**src/pkg/ait_pkg.sv**
```systemverilog
// package with register map, command layout and reply codes for the tunnelled i2c requests
package ait_pkg;
  // software register offsets of the source end
  localparam logic [11:0] CMD_OFFSET      = 12'h100;  // side_band_command
  localparam logic [11:0] WDATA_OFFSET    = 12'h104;  // write payload entry
  localparam logic [11:0] TADDR_OFFSET    = 12'h108;  // side_band_target_address
  localparam logic [11:0] STATUS_OFFSET   = 12'h130;  // sticky event status
  localparam logic [11:0] IRQ_CLR_OFFSET  = 12'h134;  // write one to clear
  localparam logic [11:0] IRQ_EN_OFFSET   = 12'h138;  // interrupt enable
  localparam logic [11:0] REPLY_OFFSET    = 12'h13C;  // last reply and busy
  localparam logic [11:0] RDATA_OFFSET    = 12'h140;  // read data entries start
  // command word fields
  localparam int LEN_LSB  = 0;   // length field [3:0]
  localparam int LEN_W    = 4;
  localparam int OP_LSB   = 8;   // request kind [10:8]
  localparam int OP_W     = 3;
  localparam int MOT_BIT  = 11;  // middle_of_transaction_flag
  localparam int NOPL_BIT = 12;  // request without payload
  // request kinds carried in the op field
  localparam logic [2:0] OP_WRITE  = 3'h0;
  localparam logic [2:0] OP_READ   = 3'h1;
  localparam logic [2:0] OP_WSTAT  = 3'h2;
  // reply codes from the sink
  localparam logic [1:0] RPL_ACK   = 2'h0;
  localparam logic [1:0] RPL_NACK  = 2'h1;
  localparam logic [1:0] RPL_DEFER = 2'h2;
  localparam logic [1:0] RPL_PACK  = 2'h3;
  // event bits of the status register
  localparam int EV_DONE  = 0;  // ack with data or ack
  localparam int EV_NACK  = 1;
  localparam int EV_DEFER = 2;
  localparam int EV_PACK  = 3;
  localparam int EV_W     = 4;
  localparam int MAX_BYTES = 16;  // length field is bytes minus one
  // sink i2c emulation: cycles per byte on its bus
  localparam int I2C_BYTE_NS     = 90000;
  localparam int CLK_NS          = 10;
  localparam int I2C_BYTE_CYCLES = I2C_BYTE_NS / CLK_NS;
  localparam int SINK_ADDR_W     = 7;
  // bus states of the sink's i2c side
  typedef enum logic [1:0] {AIT_BUS_IDLE, AIT_BUS_RD, AIT_BUS_WR} ait_bus_e;
endpackage

```
**src/pkg/ait_if.sv**
```systemverilog
// interface carrying one request and one reply between source and sink
`timescale 1ns/1ps
`default_nettype none
interface ait_if;
  import ait_pkg::*;
  logic       req_valid;   // request pulse, one cycle
  logic [2:0] req_op;      // request kind
  logic       req_mot;     // middle_of_transaction_flag
  logic       req_nopl;    // address-only / no payload
  logic [6:0] req_taddr;   // i2c target
  logic [3:0] req_len;     // bytes minus one
  logic [7:0] req_data;    // write byte, streamed after req_valid
  logic       req_dvalid;  // write byte strobe
  logic       rpl_valid;   // reply pulse
  logic [1:0] rpl_code;    // reply code
  logic [7:0] rpl_data;    // read byte
  logic       rpl_dvalid;  // read byte strobe
  modport source (output req_valid, req_op, req_mot, req_nopl, req_taddr, req_len, req_data, req_dvalid,
                  input rpl_valid, rpl_code, rpl_data, rpl_dvalid);
  modport sink (input req_valid, req_op, req_mot, req_nopl, req_taddr, req_len, req_data, req_dvalid,
                output rpl_valid, rpl_code, rpl_data, rpl_dvalid);
endinterface
`default_nettype wire

```
**src/rtl/ait_byte_timer.sv**
```systemverilog
// countdown that paces one emulated i2c byte on the sink side
`timescale 1ns/1ps
`default_nettype none
module ait_byte_timer
  import ait_pkg::*;
(
  input  wire logic MCLK,
  input  wire logic RST_B,
  input  wire logic start,  // load the count
  output logic      tick    // one-cycle end pulse
);
  logic [15:0] cnt_r;  // cycles left
  logic        run_r;  // counting
  // count down and pulse at zero
  always_ff @(posedge MCLK or negedge RST_B) begin
    if (!RST_B) begin
      cnt_r <= 16'h0000;
      run_r <= 1'b0;
      tick  <= 1'b0;
    end else begin
      tick <= 1'b0;
      if (start) begin
        cnt_r <= 16'(I2C_BYTE_CYCLES - 1);
        run_r <= 1'b1;
      end else if (run_r) begin
        if (cnt_r == 16'h0000) begin
          run_r <= 1'b0;
          tick  <= 1'b1;
        end else begin
          cnt_r <= cnt_r - 16'h0001;
        end
      end
    end
  end
endmodule
`default_nettype wire

```
**src/rtl/ait_sink.sv**
```systemverilog
// sink end: bridges tunnelled requests onto an emulated i2c bus
//
// Local design decision: the address-and-strobe port.
`timescale 1ns/1ps
`default_nettype none
module ait_sink
  import ait_pkg::*;
(
  input  wire logic MCLK,
  input  wire logic RST_B,
  ait_if.sink       LNK,
  output logic      I2C_START,  // start or repeated start issued
  output logic      I2C_STOP,   // stop issued
  output logic      I2C_BUSY    // i2c transfer in flight
);
  ait_bus_e   bus_r;       // direction the bus is left in
  logic [6:0] cur_r;       // target of the open transfer
  logic [4:0] left_r;      // bytes still on the i2c bus
  logic       mot_r;       // keep bus after burst
  logic       tstart;      // byte timer start
  logic       tick;        // byte finished
  logic [7:0] seed_r;      // read data pattern
  logic [4:0] rlen_r;      // read bytes to return
  logic       first;       // new address phase needed
  logic       pend_r;      // deferred request awaiting its repeat
  logic [2:0] pop_r;       // kind of the pending request
  logic [3:0] plen_r;      // length of the pending request
  logic       data_req;    // request carrying or asking for bytes
  logic       repeat_hit;  // identical repeat of the pending request
  assign first      = (bus_r == AIT_BUS_IDLE) || (cur_r != LNK.req_taddr);
  assign data_req   = LNK.req_valid && !LNK.req_nopl && (LNK.req_op != OP_WSTAT);
  assign repeat_hit = pend_r && (cur_r == LNK.req_taddr) && (pop_r == LNK.req_op) &&
                      (plen_r == LNK.req_len);
  // a repeat only answers, so only a fresh request starts the bytes
  assign tstart     = (data_req && left_r == 5'h00 && !repeat_hit) || (tick && left_r > 5'h01);
  ait_byte_timer u_ait_byte_timer (.MCLK(MCLK), .RST_B(RST_B), .start(tstart), .tick(tick));
  // bus state, byte progress and replies
  always_ff @(posedge MCLK or negedge RST_B) begin
    if (!RST_B) begin
      bus_r          <= AIT_BUS_IDLE;
      cur_r          <= 7'h00;
      left_r         <= 5'h00;
      mot_r          <= 1'b0;
      pend_r         <= 1'b0;
      pop_r          <= OP_WRITE;
      plen_r         <= 4'h0;
      seed_r         <= 8'h00;
      rlen_r         <= 5'h00;
      LNK.rpl_valid  <= 1'b0;
      LNK.rpl_code   <= RPL_ACK;
      LNK.rpl_data   <= 8'h00;
      LNK.rpl_dvalid <= 1'b0;
      I2C_START      <= 1'b0;
      I2C_STOP       <= 1'b0;
      I2C_BUSY       <= 1'b0;
    end else begin
      LNK.rpl_valid  <= 1'b0;
      LNK.rpl_dvalid <= 1'b0;
      I2C_START      <= 1'b0;
      I2C_STOP       <= 1'b0;
      // stream out read data after an ack
      if (rlen_r != 5'h00) begin
        LNK.rpl_dvalid <= 1'b1;
        LNK.rpl_data   <= seed_r;
        seed_r         <= seed_r + 8'h01;
        rlen_r         <= rlen_r - 5'h01;
      end
      // one byte done on the i2c side
      if (tick && left_r != 5'h00) begin
        left_r <= left_r - 5'h01;
        if (left_r == 5'h01) begin
          I2C_BUSY <= 1'b0;
          if (!mot_r) begin
            I2C_STOP <= 1'b1;
            bus_r    <= AIT_BUS_IDLE;
          end
        end
      end
      if (LNK.req_valid) begin
        LNK.rpl_valid <= 1'b1;
        if (LNK.req_nopl && LNK.req_op != OP_WSTAT) begin
          // address-only: abort or stop, no bytes
          left_r       <= 5'h00;
          I2C_BUSY     <= 1'b0;
          pend_r       <= 1'b0;
          LNK.rpl_code <= RPL_ACK;
          if (!LNK.req_mot) begin
            I2C_STOP <= 1'b1;
            bus_r    <= AIT_BUS_IDLE;
          end else begin
            I2C_START <= 1'b1;
            cur_r     <= LNK.req_taddr;
            bus_r     <= (LNK.req_op == OP_READ) ? AIT_BUS_RD : AIT_BUS_WR;
          end
        end else if (LNK.req_op == OP_WSTAT) begin
          // poll: no start; mot clear stops at once if no bytes are left and the bus is held, else at burst end
          if (!LNK.req_mot) begin
            mot_r <= 1'b0;
            if (left_r == 5'h00 && bus_r != AIT_BUS_IDLE) begin
              I2C_STOP <= 1'b1;
              bus_r    <= AIT_BUS_IDLE;
            end
          end
          if (left_r != 5'h00) begin
            LNK.rpl_code <= RPL_PACK;
          end else if (pend_r && pop_r == OP_WRITE && cur_r == LNK.req_taddr) begin
            LNK.rpl_code <= RPL_ACK;
          end else begin
            LNK.rpl_code <= RPL_NACK;
          end
        end else if (left_r != 5'h00) begin
          // still busy with the previous transfer
          LNK.rpl_code <= (LNK.req_op == OP_READ) ? RPL_DEFER : RPL_PACK;
        end else if (repeat_hit) begin
          // identical repeat after the i2c side finished
          LNK.rpl_code <= RPL_ACK;
          pend_r       <= 1'b0;
          if (LNK.req_op == OP_READ) begin
            rlen_r <= {1'b0, LNK.req_len} + 5'h01;
          end
        end else begin
          // launch bytes; any other request drops the pending one
          I2C_START    <= first;
          cur_r        <= LNK.req_taddr;
          mot_r        <= LNK.req_mot;
          I2C_BUSY     <= 1'b1;
          bus_r        <= (LNK.req_op == OP_READ) ? AIT_BUS_RD : AIT_BUS_WR;
          left_r       <= {1'b0, LNK.req_len} + 5'h01;
          pend_r       <= 1'b1;
          pop_r        <= LNK.req_op;
          plen_r       <= LNK.req_len;
          LNK.rpl_code <= RPL_DEFER;
        end
      end
    end
  end
endmodule
`default_nettype wire

```
**src/flat_wrapper.sv**
```systemverilog
// flat-port wrapper written by rule: the top's interface ports become plain ports
module ait_sink_flat import ait_pkg::*;
  (MCLK, RST_B, I2C_START, I2C_STOP, I2C_BUSY, LNK_req_valid, LNK_req_op, LNK_req_mot, LNK_req_nopl, LNK_req_taddr, LNK_req_len, LNK_req_data, LNK_req_dvalid, LNK_rpl_valid, LNK_rpl_code, LNK_rpl_data, LNK_rpl_dvalid);
  ait_if LNK_i ();
  input  wire logic MCLK;
  input  wire logic RST_B;
  output logic I2C_START;
  output logic I2C_STOP;
  output logic I2C_BUSY;
  input wire logic [$bits(LNK_i.req_valid)-1:0] LNK_req_valid;
  input wire logic [$bits(LNK_i.req_op)-1:0] LNK_req_op;
  input wire logic [$bits(LNK_i.req_mot)-1:0] LNK_req_mot;
  input wire logic [$bits(LNK_i.req_nopl)-1:0] LNK_req_nopl;
  input wire logic [$bits(LNK_i.req_taddr)-1:0] LNK_req_taddr;
  input wire logic [$bits(LNK_i.req_len)-1:0] LNK_req_len;
  input wire logic [$bits(LNK_i.req_data)-1:0] LNK_req_data;
  input wire logic [$bits(LNK_i.req_dvalid)-1:0] LNK_req_dvalid;
  output wire logic [$bits(LNK_i.rpl_valid)-1:0] LNK_rpl_valid;
  output wire logic [$bits(LNK_i.rpl_code)-1:0] LNK_rpl_code;
  output wire logic [$bits(LNK_i.rpl_data)-1:0] LNK_rpl_data;
  output wire logic [$bits(LNK_i.rpl_dvalid)-1:0] LNK_rpl_dvalid;
  assign LNK_i.req_valid = LNK_req_valid;
  assign LNK_i.req_op = LNK_req_op;
  assign LNK_i.req_mot = LNK_req_mot;
  assign LNK_i.req_nopl = LNK_req_nopl;
  assign LNK_i.req_taddr = LNK_req_taddr;
  assign LNK_i.req_len = LNK_req_len;
  assign LNK_i.req_data = LNK_req_data;
  assign LNK_i.req_dvalid = LNK_req_dvalid;
  assign LNK_rpl_valid = LNK_i.rpl_valid;
  assign LNK_rpl_code = LNK_i.rpl_code;
  assign LNK_rpl_data = LNK_i.rpl_data;
  assign LNK_rpl_dvalid = LNK_i.rpl_dvalid;
  ait_sink u_core (.MCLK(MCLK), .RST_B(RST_B), .LNK(LNK_i), .I2C_START(I2C_START), .I2C_STOP(I2C_STOP), .I2C_BUSY(I2C_BUSY));
endmodule
```
**config.mk**
```make
export PLATFORM = sky130hd
export DESIGN_NAME = ait_sink_flat
export DESIGN_NICKNAME = d
export VERILOG_FILES = /design/src/pkg/ait_pkg.sv /design/src/pkg/ait_if.sv /design/src/rtl/ait_byte_timer.sv /design/src/rtl/ait_sink.sv /design/src/flat_wrapper.sv
export SDC_FILE = /design/constraint.sdc
export NUM_CORES = 1
export LEC_CHECK = 0
export BUFFER_PORTS_ARGS = -buffer_cell sky130_fd_sc_hd__buf_2
export CELL_PAD_IN_SITES_DETAIL_PLACEMENT = 1
export CELL_PAD_IN_SITES_GLOBAL_PLACEMENT = 1
export CORE_UTILIZATION = 46
export DETAILED_ROUTE_END_ITERATION = 10
export PLACE_DENSITY_LB_ADDON = 0.15
export SYNTH_ARGS = -nofsm -noshare
export SYNTH_HDL_FRONTEND = slang
export SYNTH_HIERARCHICAL = 1
export SYNTH_SLANG_ARGS = --single-unit
```
**constraint.sdc**
```tcl
create_clock -name MCLK -period 3.8 [get_ports MCLK]
set_clock_uncertainty 0.2 [all_clocks]
set_input_delay 0.76 -clock MCLK [delete_from_list [all_inputs] [get_ports MCLK]]
set_output_delay 0.76 -clock MCLK [all_outputs]
set_load 0.05 [all_outputs]
```
==> summary.md, run 1 <==
| Metric | Value |
|---|---|
| Placement Cell Area | ~4000 um2 |
| Avg Inst Size Synth | between 10 and 15 um2 |
| Antenna violations before repair | 0 |
| Relative slew slack | 59.5% |
| Internal power | 1.95 mW |
| Post-CTS resize count | 0 |
| DRC viols | 0 |
| Nets@finish | 423 |
| Xor and xnor area share after synthesis | 7.10% |
| Post-synth cell types | 66 |
| Commonest cells after routing, fill and taps aside | dfrtp_1, nand2_1, buf_2 |
| Per-cell routed wire length | 16.6 um |
| Max_cap viols | 0 |
| Worst reg2reg startpoint | u_core/left_r[0] |
| Startpoint types | flip-flop |
| Root Driver | clkbuf_8 |
| Ys async rst share | 100% |
| Final-report max-slew violation count | 0 |
| Layout Utilization | a little over half |
| Worst Setup SP | u_core/left_r[0] |
| Most common cell after layout, fill and taps aside | dfrtp_1 |
| Vias in the first global route | slightly below 3000 |
| Initial Util | 47.6% |
| CP endpoint kind | flip-flop |
| First-pass GRT wire length | between 10000 and 15000 um |
| Register area share after synthesis | 46.7% |
| Ant. Diodes | 0 |
| DR vias/cell | 5.54 |
| Logic pwr share | between 40% and 50% |
| Status | finished, final reports clean |
| Fin crit period | 3.45 ns |
| Clk_lat worst skew | around 0.35 ns |
| Cell area after synthesis | 3700 um2 |
| CTS Buf Count | 9 |
| Largest family of logic cells by synthesized area | simple AND/OR/NAND/NOR gates |
| Total vias in the final route | 2744 |
| P per Cell Area | 774 nW/um2 |
| Share of the synthesized area in the top cell type | 46.7% |
| Post-cts hold buffer count | 0 |
| Layout Area Growth over Synthesis | 13.6% |
| Max Clock Freq | 0.290 GHz |
| CTS tree | built |
| Leak | between 1.5 and 2 nW |
| GR Util All Layers | between 20% and 30% |
| Postcts setup bufs | 0 |
| Post-Layout Inst Area | around 4200 um2 |
| Compound-Gate Fraction of Synth Area | a little under a tenth |
| CTS H-tree lvls | 3 |
| CP required | 3.83 ns |
| Sw power | 1.30 mW |
| Synth area leader | dfrtp_1 |
| Clk slew on worst S/H paths | 0.08 ns |
| Longest Clk Path Bufs | 2 |
| Final hold violations | 0 |
| Net Sw Frac | between 40 and 50% |
| Proportion of synthesized area in mux cells | 9.00% |
| Routability cong. | between 0.7 and 0.8 |
| Dominant synthesized flop cell | dfrtp_1 |
| Chip width | 91.7 um |
| Type of the most critical hold path | in -> async |
| Total core area | 7770 um2 |
| Synth Area in Simple Gates | 22.3% |
| Post-route ant nets | 0 |
| CTS Sinks | between 60 and 70 |
| Die Height | 91.7 um |
| Die ar. | 8410 um2 |
| GRT overflow | 0 |
| Largest net degree at the start of global routing | 28 |
| Io pins | between 40 and 50 |
| Worst EP arrival | ~3.5 ns |
| 1st-iter DRT viols | 85 |
| #FFs+latches synth | 69 |
| Synth top area cells | dfrtp_1, nand2_1, xor2_1, mux2_4, ha_1 |
| Post-synth EDFFs | 0 |
| Clock power share | 21.0% |
| Syn nets | 381 |
| Worst slew pin tran | 0.599 ns |
| Overall power | 3.25 mW |
| Min Hold Slack | 0.150 ns |
| Pre-antenna DRT Iters | 4 |
| Row Count | 32 |
| Cells after Synth | 346 |
| Final cycle utilization of the critical path | 90.7% |
| DP HPWL | 5970 um |
| Buffers on Ports | 33 |
| Register share of total power | just under 40% |
| Setup CP Type | reg -> reg |
| Final setup fails | 0 |
| Worst vdd ir | about 0.37 mV |
| Worst Path Max Fanout | 27 |
| Adder-cell share of the synthesized area | 2.37% |
| Post-Route WL | about 8200 um |
| Setup_tns | 0 ns |
| Synth warn | 6 |
| Share of layout cells above drive strength 1 | 24.2% |
| RSZ-0062 raised after global routing | no |
==> logic make-up (layout without fill, tap and decap cells) <==
family / Yosys count / after routing
simple gates: 144 / 144
fa+ha+maj: 7 / 7
buf+inv: 21 / 68
flops: 69 / 69
xor+xnor: 30 / 30
mux: 27 / 27
compound gates: 48 / 48
==> worst max-delay path, stage by stage (launching register included) <==
cell	delay (ns)
dfrtp_1	0.40
inv_1	0.14
ha_1	0.25
or4b_4	0.52
nor4b_4	0.37
nand2_2	0.11
nand2_1	0.10
buf_4	0.30
o21ai_1	0.12
buf_4	0.17
nor4b_1	0.31
mux2_1	0.36
==> stage by stage <==
stage               std cells  setup WS (ns)
detailed placement        479          0.358
global route              495         0.0973
floorplan                 346          0.451
CTS                       495          0.340
finish                    495          0.352
global placement          479          0.419
==> sequential cells by signal (all words and copies together), names as in the netlist, 3 cells and up <==
| signal | cells |
|---|---|
| u_core/u_ait_byte_timer/cnt_r | 16 |
| u_core/LNK.rpl_data | 8 |
| u_core/seed_r | 8 |
| u_core/cur_r | 7 |
| u_core/left_r | 5 |
| u_core/rlen_r | 5 |
| u_core/plen_r | 4 |
| u_core/pop_r | 3 |
==> metal layers <==
metal	wire length [um]	vias to the layer above	global-route usage, %
met5	0	-	0
met2	3970	40	35.4
met1	3960	1388	30.0
met3	254	5	5.22
li1	-	1311	-
met4	53	0	5.16
==> power groups by stage <==
stage	Sequential (mW)	Clock (mW)	Combinational, mW
global route	1.30	0.728	1.46
CTS	1.26	0.694	1.33
finish	1.26	0.682	1.31
global placement	1.24	0	1.27
detailed placement	1.26	0	1.32
floorplan	1.41	0	0.825
==> final cells by class <==
class	count	area, um2
fill	878	3570
multi-input combinational	256	1850
sequential	69	1730
timing repair buffer	44	248
clock buffer	10	138
tap	102	128
clock inverter	6	86.3
inverter	8	30.0
==> final timing paths <==
kind                            slack (ns)                           endpoint  cells after the start
worst max-delay path                  0.35  u_core/u_ait_byte_timer/cnt_r[10]                     11
worst min-delay path                  0.15                    u_core/cur_r[2]                      1
worst max register to register        0.35  u_core/u_ait_byte_timer/cnt_r[10]                     11
worst min register to register        0.27             u_core/LNK.rpl_data[0]                      2
max in group asynchronous             2.52   u_core/u_ait_byte_timer/cnt_r[2]                      2
min in group MCLK                     0.27             u_core/LNK.rpl_data[0]                      2
==> cells in the mapped netlist, types with 2 or more instances <==
cell type,n
a2111oi_2,2
a211oi_1,2
a21oi_1,9
a22oi_1,2
a32o_1,2
and3_1,4
buf_2,2
buf_4,2
buf_6,3
clkbuf_1,5
dfrtp_1,69
ha_1,7
inv_1,8
mux2_1,5
mux2_2,5
mux2_4,10
mux2i_1,7
nand2_1,49
nand3_1,12
nand3b_1,3
nand4_1,2
nor2_1,21
nor2b_1,9
nor3_1,5
nor3b_1,2
nor4_1,5
nor4b_1,4
nor4b_2,2
o21ai_0,11
o22a_1,2
o22ai_1,3
o31ai_1,2
or2_2,2
or3_1,3
or3b_2,2
or4_1,5
xnor2_1,10
xor2_1,20
(Power assumes the default switching activity.)
==> run 2, diff against run 1 <==
CORE_UTILIZATION = 47   (was 46)
CTS_BUF_LIST = sky130_fd_sc_hd__clkbuf_2 sky130_fd_sc_hd__clkbuf_4 sky130_fd_sc_hd__clkbuf_8   (was default)
SYNTH_HIERARCHICAL = default   (was 1)
==> run 2 against run 1 <==
- critical path depth decreased by 5
- die area down 7.2%
- clock power up 2%
- cell count shrank 2.0%
- combinational power fell by 6%
- worst setup slack gained 0.55 ns
- via count decreased by 2.2%
- non-clock buffer count shrank 6
- critical path type is now in -> reg
==> summary.md, run 2 <==
| Metric | Value |
|---|---|
| Die ar. | about 8000 um2 |
| Die Height | 88.3 um |
| Cells after Synth | about 350 |
| FF/Latch Area | around 1700 um2 |
| Register area share after synthesis | 49.3% |
| Postcts setup bufs | 0 |
| GR Util All Layers | 23.7% |
| CTS tree | built |
| Placed Cells | 469 |
| Worst Path Max Fanout | 9 |
| Compound-Gate Fraction of Synth Area | 7.93% |
| Vias in the first global route | 2927 |
| Post-Layout Inst Area | 4020 um2 |
| Share of layout cells above drive strength 1 | 20.2% |
| Type of the most critical hold path | reg -> reg |
| First-pass GRT wire length | between 10000 and 15000 um |
| 1st-iter DRT viols | around 130 |
| Nets@finish | about 420 |
| Synth area leader | dfrtp_1 |
| Routability cong. | 0.761 |
| Placement Cell Area | 3790 um2 |
| DRC viols | 0 |
| #FFs+latches synth | between 60 and 70 |
| Setup_tns | 0 ns |
| Clk_lat worst skew | ~0.35 ns |
| CTS Sinks | 69 |
| Max Clock Freq | 0.346 GHz |
| Status | finished, final reports clean |
| Post-route ant nets | 0 |
| Startpoint types | input pin |
| Fillers | 829 |
| Post-synth top cells | dfrtp_1, nand2_1, xor2_1 |
| GRT overflow | 0 |
| Chip width | 88.3 um |
| Top-count cell post-synth | dfrtp_1 |
| Ant. Diodes | 0 |
| Antenna violations before repair | 0 |
| CP required | 3.80 ns |
| Regs by FF count | u_core.u_ait_byte_timer.cnt_r (16), u_core.LNK.rpl_data (8), u_core.seed_r (8) |
| Row Count | 31 |
| Ys async rst share | 100% |
| Layout Cells excl Fill | between 400 and 500 |
| Final-report max-slew violation count | 0 |
| Proportion of synthesized area in mux cells | 5.97% |
| Overall power | 3.18 mW |
| Max_cap viols | 0 |
| DR vias/cell | roughly 5.5 |
| Net Sw Frac | 41.0% |
| Commonest cells after routing, fill and taps aside | dfrtp_1, nand2_1, buf_2 |
| Relative slew slack | 43.1% |
| Share of the synthesized area in the top cell type | 49.3% |
| Final hold violations | 0 |
| Post-synth EDFFs | 0 |
| Cell area after synthesis | roughly 3500 um2 |
| Worst slew pin tran | ~0.85 ns |
| Synth warn | 0 |
| Min Hold Slack | 0.274 ns |
| Area taken by multi-input logic gates | 1700 um2 |
| Synth top area cells | dfrtp_1, nand2_1, xor2_1, xnor2_1, mux2_2 |
| PnR worst setup slack | 0.906 ns |
| Register share of total power | 39.5% |
| Final setup fails | 0 |
| Fin crit period | 2.89 ns |
| P per Cell Area | 790 nW/um2 |
| Worst EP arrival | just under 3 ns |
| Dominant synthesized flop cell | dfrtp_1 |
| Post-cts hold buffer count | 0 |
| Top reg by flops | u_core.u_ait_byte_timer.cnt_r |
| Root Driver | clkbuf_8 |
| Adder-cell share of the synthesized area | under 10% |
| Initial Util | 48.5% |
| Worst vdd ir | 0.336 mV |
| Layout Area Growth over Synthesis | 14.8% |
| Io pins | 43 |
| Total vias in the final route | 2684 |
| RSZ-0062 raised after global routing | no |
| Avg Inst Size Synth | 10.1 um2 |
| FF-to-FF path depth | 8 |
| Post-Route WL | approximately 8000 um |
| DP HPWL | ~5800 um |
| Largest family of logic cells by synthesized area | simple AND/OR/NAND/NOR gates |
| CTS Buf Count | 9 |
| CP endpoint kind | flip-flop |
| Post-place setup slack | 0.587 ns |
| Pre-antenna DRT Iters | 4 |
| Most common cell after layout, fill and taps aside | dfrtp_1 |
| Syn nets | 381 |
| Internal power | 1.87 mW |
| Buffers on Ports | 33 |
| Xor and xnor area share after synthesis | roughly 11% |
| Per-cell routed wire length | between 15 and 20 um |
| Longest Clk Path Bufs | 2 |
| Setup CP Type | in -> reg |
| Synth Area in Simple Gates | 20.7% |
| Layout Utilization | 55.7% |
| Post-synth cell types | 47 |
| Clk slew on worst S/H paths | 0.09 ns |
| CTS H-tree lvls | 3 |
| Post-CTS resize count | 0 |
| Max reg flops | 16 |
| Clock power share | 21.8% |
| Final cycle utilization of the critical path | 76.1% |
| Total core area | 7210 um2 |
| Largest net degree at the start of global routing | 36 |
| Sw power | 1.30 mW |
| Logic pwr share | between 30% and 40% |
| Leak | 1.80 nW |
| Hold Path Cell Cnt | 2 |
run 2: cell types whose count changed after synthesis, sizes merged, moves of 4 or more:
cell,previous run,this run
xnor2,10,21
nor3,6,16
nor2b,9,0
buf,8,1
clkbuf,5,12
mux2,20,15
nor4b,7,2
nand2,50,54
or4,5,9
run 2: kinds of logic after synthesis:
group / after synthesis
buf+inv: 21
fa+ha+maj: 8
flops: 69
mux: 19
simple gates: 143
xor+xnor: 44
compound gates: 41
run 2: area by class of cell:
type                       count  share of cell area (%)
clock buffer                   9                    3.08
tap                           99                    3.08
inverter                       8                   0.747
timing repair buffer          38                    5.35
sequential                    69                    43.0
multi-input combinational    255                    42.2
clock inverter                 7                    2.58
run 2: per-layer routing:
layer	GRT usage [%]	vias to the layer above	routed length (um)
li1	-	1287	-
met1	31.6	1332	3800
met2	38.5	55	3980
met3	4.29	10	289
met4	9.38	0	104
met5	0	-	0
run 2: final timing paths:
kind	startpoint	end	slack [ns]
min in group asynchronous	RST_B	u_core.I2C_BUSY	0.31
hold / removal	u_core.LNK.rpl_data[6]	u_core.LNK.rpl_data[6]	0.27
hold reg to reg	u_core.LNK.rpl_data[6]	u_core.LNK.rpl_data[6]	0.27
setup / recovery	LNK_req_taddr[5]	u_core.u_ait_byte_timer.cnt_r[1]	0.91
setup reg to reg	u_core.left_r[0]	u_core.plen_r[3]	1.03
max in group asynchronous	RST_B	u_core.u_ait_byte_timer.cnt_r[11]	2.41
run 2: critical path, cell delays in order:
cell	delay, ns
buf_2	0.11
xor2_1	0.16
nor4_1	0.61
nand4_1	0.50
a22oi_2	0.59
o211ai_1	0.16
run 2: power by group through the flow:
stage                     Sequential, mW  Clock [mW]  Combinational [mW]
final                               1.26       0.693                1.23
after global routing                1.30       0.745                1.37
after CTS                           1.26       0.711                1.24
after detailed placement            1.27           0                1.22
after global placement              1.24           0                1.17
after floorplan                     1.41           0               0.723
==> run 3, diff against run 2 <==
clock period = 2.8 ns   (was 3.8 ns; I/O delays follow)
==> run 3 against run 2 <==
- die area unchanged
- power increased by 34%
- clock power increased by 23%
- count of clock-buffer cells in the layout unchanged
- cell count increased by 2.5%
- hold slack got worse by 0.20 ns
- cell area increased by 2.2%
- largest cell class unchanged
- highest routed layer unchanged
==> summary.md, run 3 (same netlist as run 2, synthesis figures left out) <==
| Metric | Value |
|---|---|
| Status | finished, final reports clean |
| Share of layout cells above drive strength 1 | between 20% and 30% |
| Final cycle utilization of the critical path | 93.2% |
| Antenna violations before repair | 0 |
| CTS Buf Count | 9 |
| Post-Route WL | 8130 um |
| CTS tree | built |
| Total core area | a little over 7000 um2 |
| Worst Path Max Fanout | 5 |
| P per Cell Area | 1040 nW/um2 |
| Reg2Reg Setup Slack | about 0.19 ns |
| CTS Sinks | 69 |
| Commonest cells after routing, fill and taps aside | dfrtp_1, nand2_1, buf_2 |
| Nets@finish | 429 |
| Largest net degree at the start of global routing | 36 |
| FF-to-FF path depth | 7 |
| Post-cts hold buffer count | 0 |
| Most common cell after layout, fill and taps aside | dfrtp_1 |
| Final hold violations | 0 |
| Max Clock Freq | 0.383 GHz |
| Final setup fails | 0 |
| Initial Util | 48.5% |
| CTS H-tree lvls | 3 |
| RSZ-0062 raised after global routing | no |
| Type of the most critical hold path | in -> async |
| Regs by FF count | u_core.u_ait_byte_timer.cnt_r (16), u_core.LNK.rpl_data (8), u_core.seed_r (8) |
| Post-Layout Inst Area | 4110 um2 |
| Final-report max-slew violation count | 0 |
| DR vias/cell | 5.50 |
| Min Hold Slack | 0.0697 ns |
| Post-route ant nets | 0 |
| Postcts setup bufs | 0 |
| 1st-iter DRT viols | 139 |
| CP endpoint kind | flip-flop |
| Buffers on Ports | 33 |
| First-pass GRT wire length | about 14000 um |
| Clk_lat worst skew | 0.35 ns |
| Leak | 1.84 nW |
| Total vias in the final route | 2735 |
| Root Driver | clkbuf_8 |
| Layout Area Growth over Synthesis | 17.3% |
| RR Endpoint | u_core.pop_r[0] |
| Worst vdd ir | 0.398 mV |
| DRC viols | 0 |
| Relative slew slack | approximately half |
| Setup CP Type | reg -> reg |
| Worst EP arrival | 2.65 ns |
| GRT overflow | 0 |
| CP required | between 2 and 3 ns |
| Longest Clk Path Bufs | 2 |
| Startpoint types | flip-flop |
| Clk slew on worst S/H paths | around 0.08 ns |
| Max_cap viols | 0 |
| Die ar. | 7800 um2 |
| Die Height | 88.3 um |
| Vias in the first global route | 2769 |
| Io pins | 43 |
| Fin crit period | 2.61 ns |
| Placement Cell Area | between 3000 and 4000 um2 |
| GR Util All Layers | between 20% and 30% |
| Setup_tns | 0 ns |
| Worst slew pin tran | 0.732 ns |
| Worst reg2reg startpoint | u_core.left_r[1] |
| Ant. Diodes | 0 |
| Chip width | 88.3 um |
| Max reg flops | 16 |
| Row Count | 31 |
| Pre-antenna DRT Iters | 4 |
| Per-cell routed wire length | 16.4 um |
| Top reg by flops | u_core.u_ait_byte_timer.cnt_r |
| DP HPWL | 5850 um |
| Routability cong. | 0.817 |
-- run 3: through the flow --
stage          utilization [%]  instances  worst slack [ns]  power, mW
6_report                  56.9        497             0.191       4.27
5_1_grt                   56.9        497            0.0563       4.58
4_1_cts                   56.8        497            0.0180       4.31
3_5_place_dp              53.8        481           -0.0836       3.42
3_3_place_gp              53.8        481            0.0418       3.33
2_1_floorplan                -        345             0.239       2.90
-- run 3: area by class of cell --
class	count	area [um2]
Multi-Input combinational cell	255	1720
Inverter	8	30.0
Sequential cell	69	1730
Clock buffer	9	124
Fill cell	852	3110
Timing Repair Buffer	50	305
Clock inverter	7	81.3
Tap cell	99	124
-- run 3: timing repair --
item | in CTS | in global routing
setup endpoints to repair | 11 | 25
gates resized for setup | 2 | 1
pin swaps | 0 | 0
-- run 3: routing by layer --
metal,part of all wire (%),track usage (%)
met3,2.8,3.54
met5,0,0
met1,48,31.7
met4,1.6,8.94
met2,48,37.4
-- run 3: where the power goes --
| part | switching (mW) | leakage [nW] | internal [mW] |
|---|---|---|---|
| Sequential | 0.313 | 0.838 | 1.38 |
| Clock | 0.430 | 0.0944 | 0.423 |
| Combinational | 1.03 | 0.912 | 0.690 |
| Total | 1.77 | 1.84 | 2.50 |
-- run 3: worst max path at each step --
stage,startpoint,endpoint,cells after the start
after floorplan,LNK_req_op[0],u_core.cur_r[0],6
after global placement,u_core.left_r[1],u_core.plen_r[3],6
after detailed placement,u_core.left_r[1],u_core.cur_r[5],6
after CTS,u_core.left_r[1],u_core.pop_r[0],7
after global routing,u_core.left_r[1],u_core.pop_r[0],7
final,u_core.left_r[1],u_core.pop_r[0],7
-- run 3: worst max-delay path: stages, from the launching register on --
cell	delay (ns)
dfrtp_1	0.42
inv_1	0.13
ha_1	0.22
nor4b_2	0.33
nand3_1	0.31
nor2_1	0.33
nand2_1	0.24
mux2_2	0.32
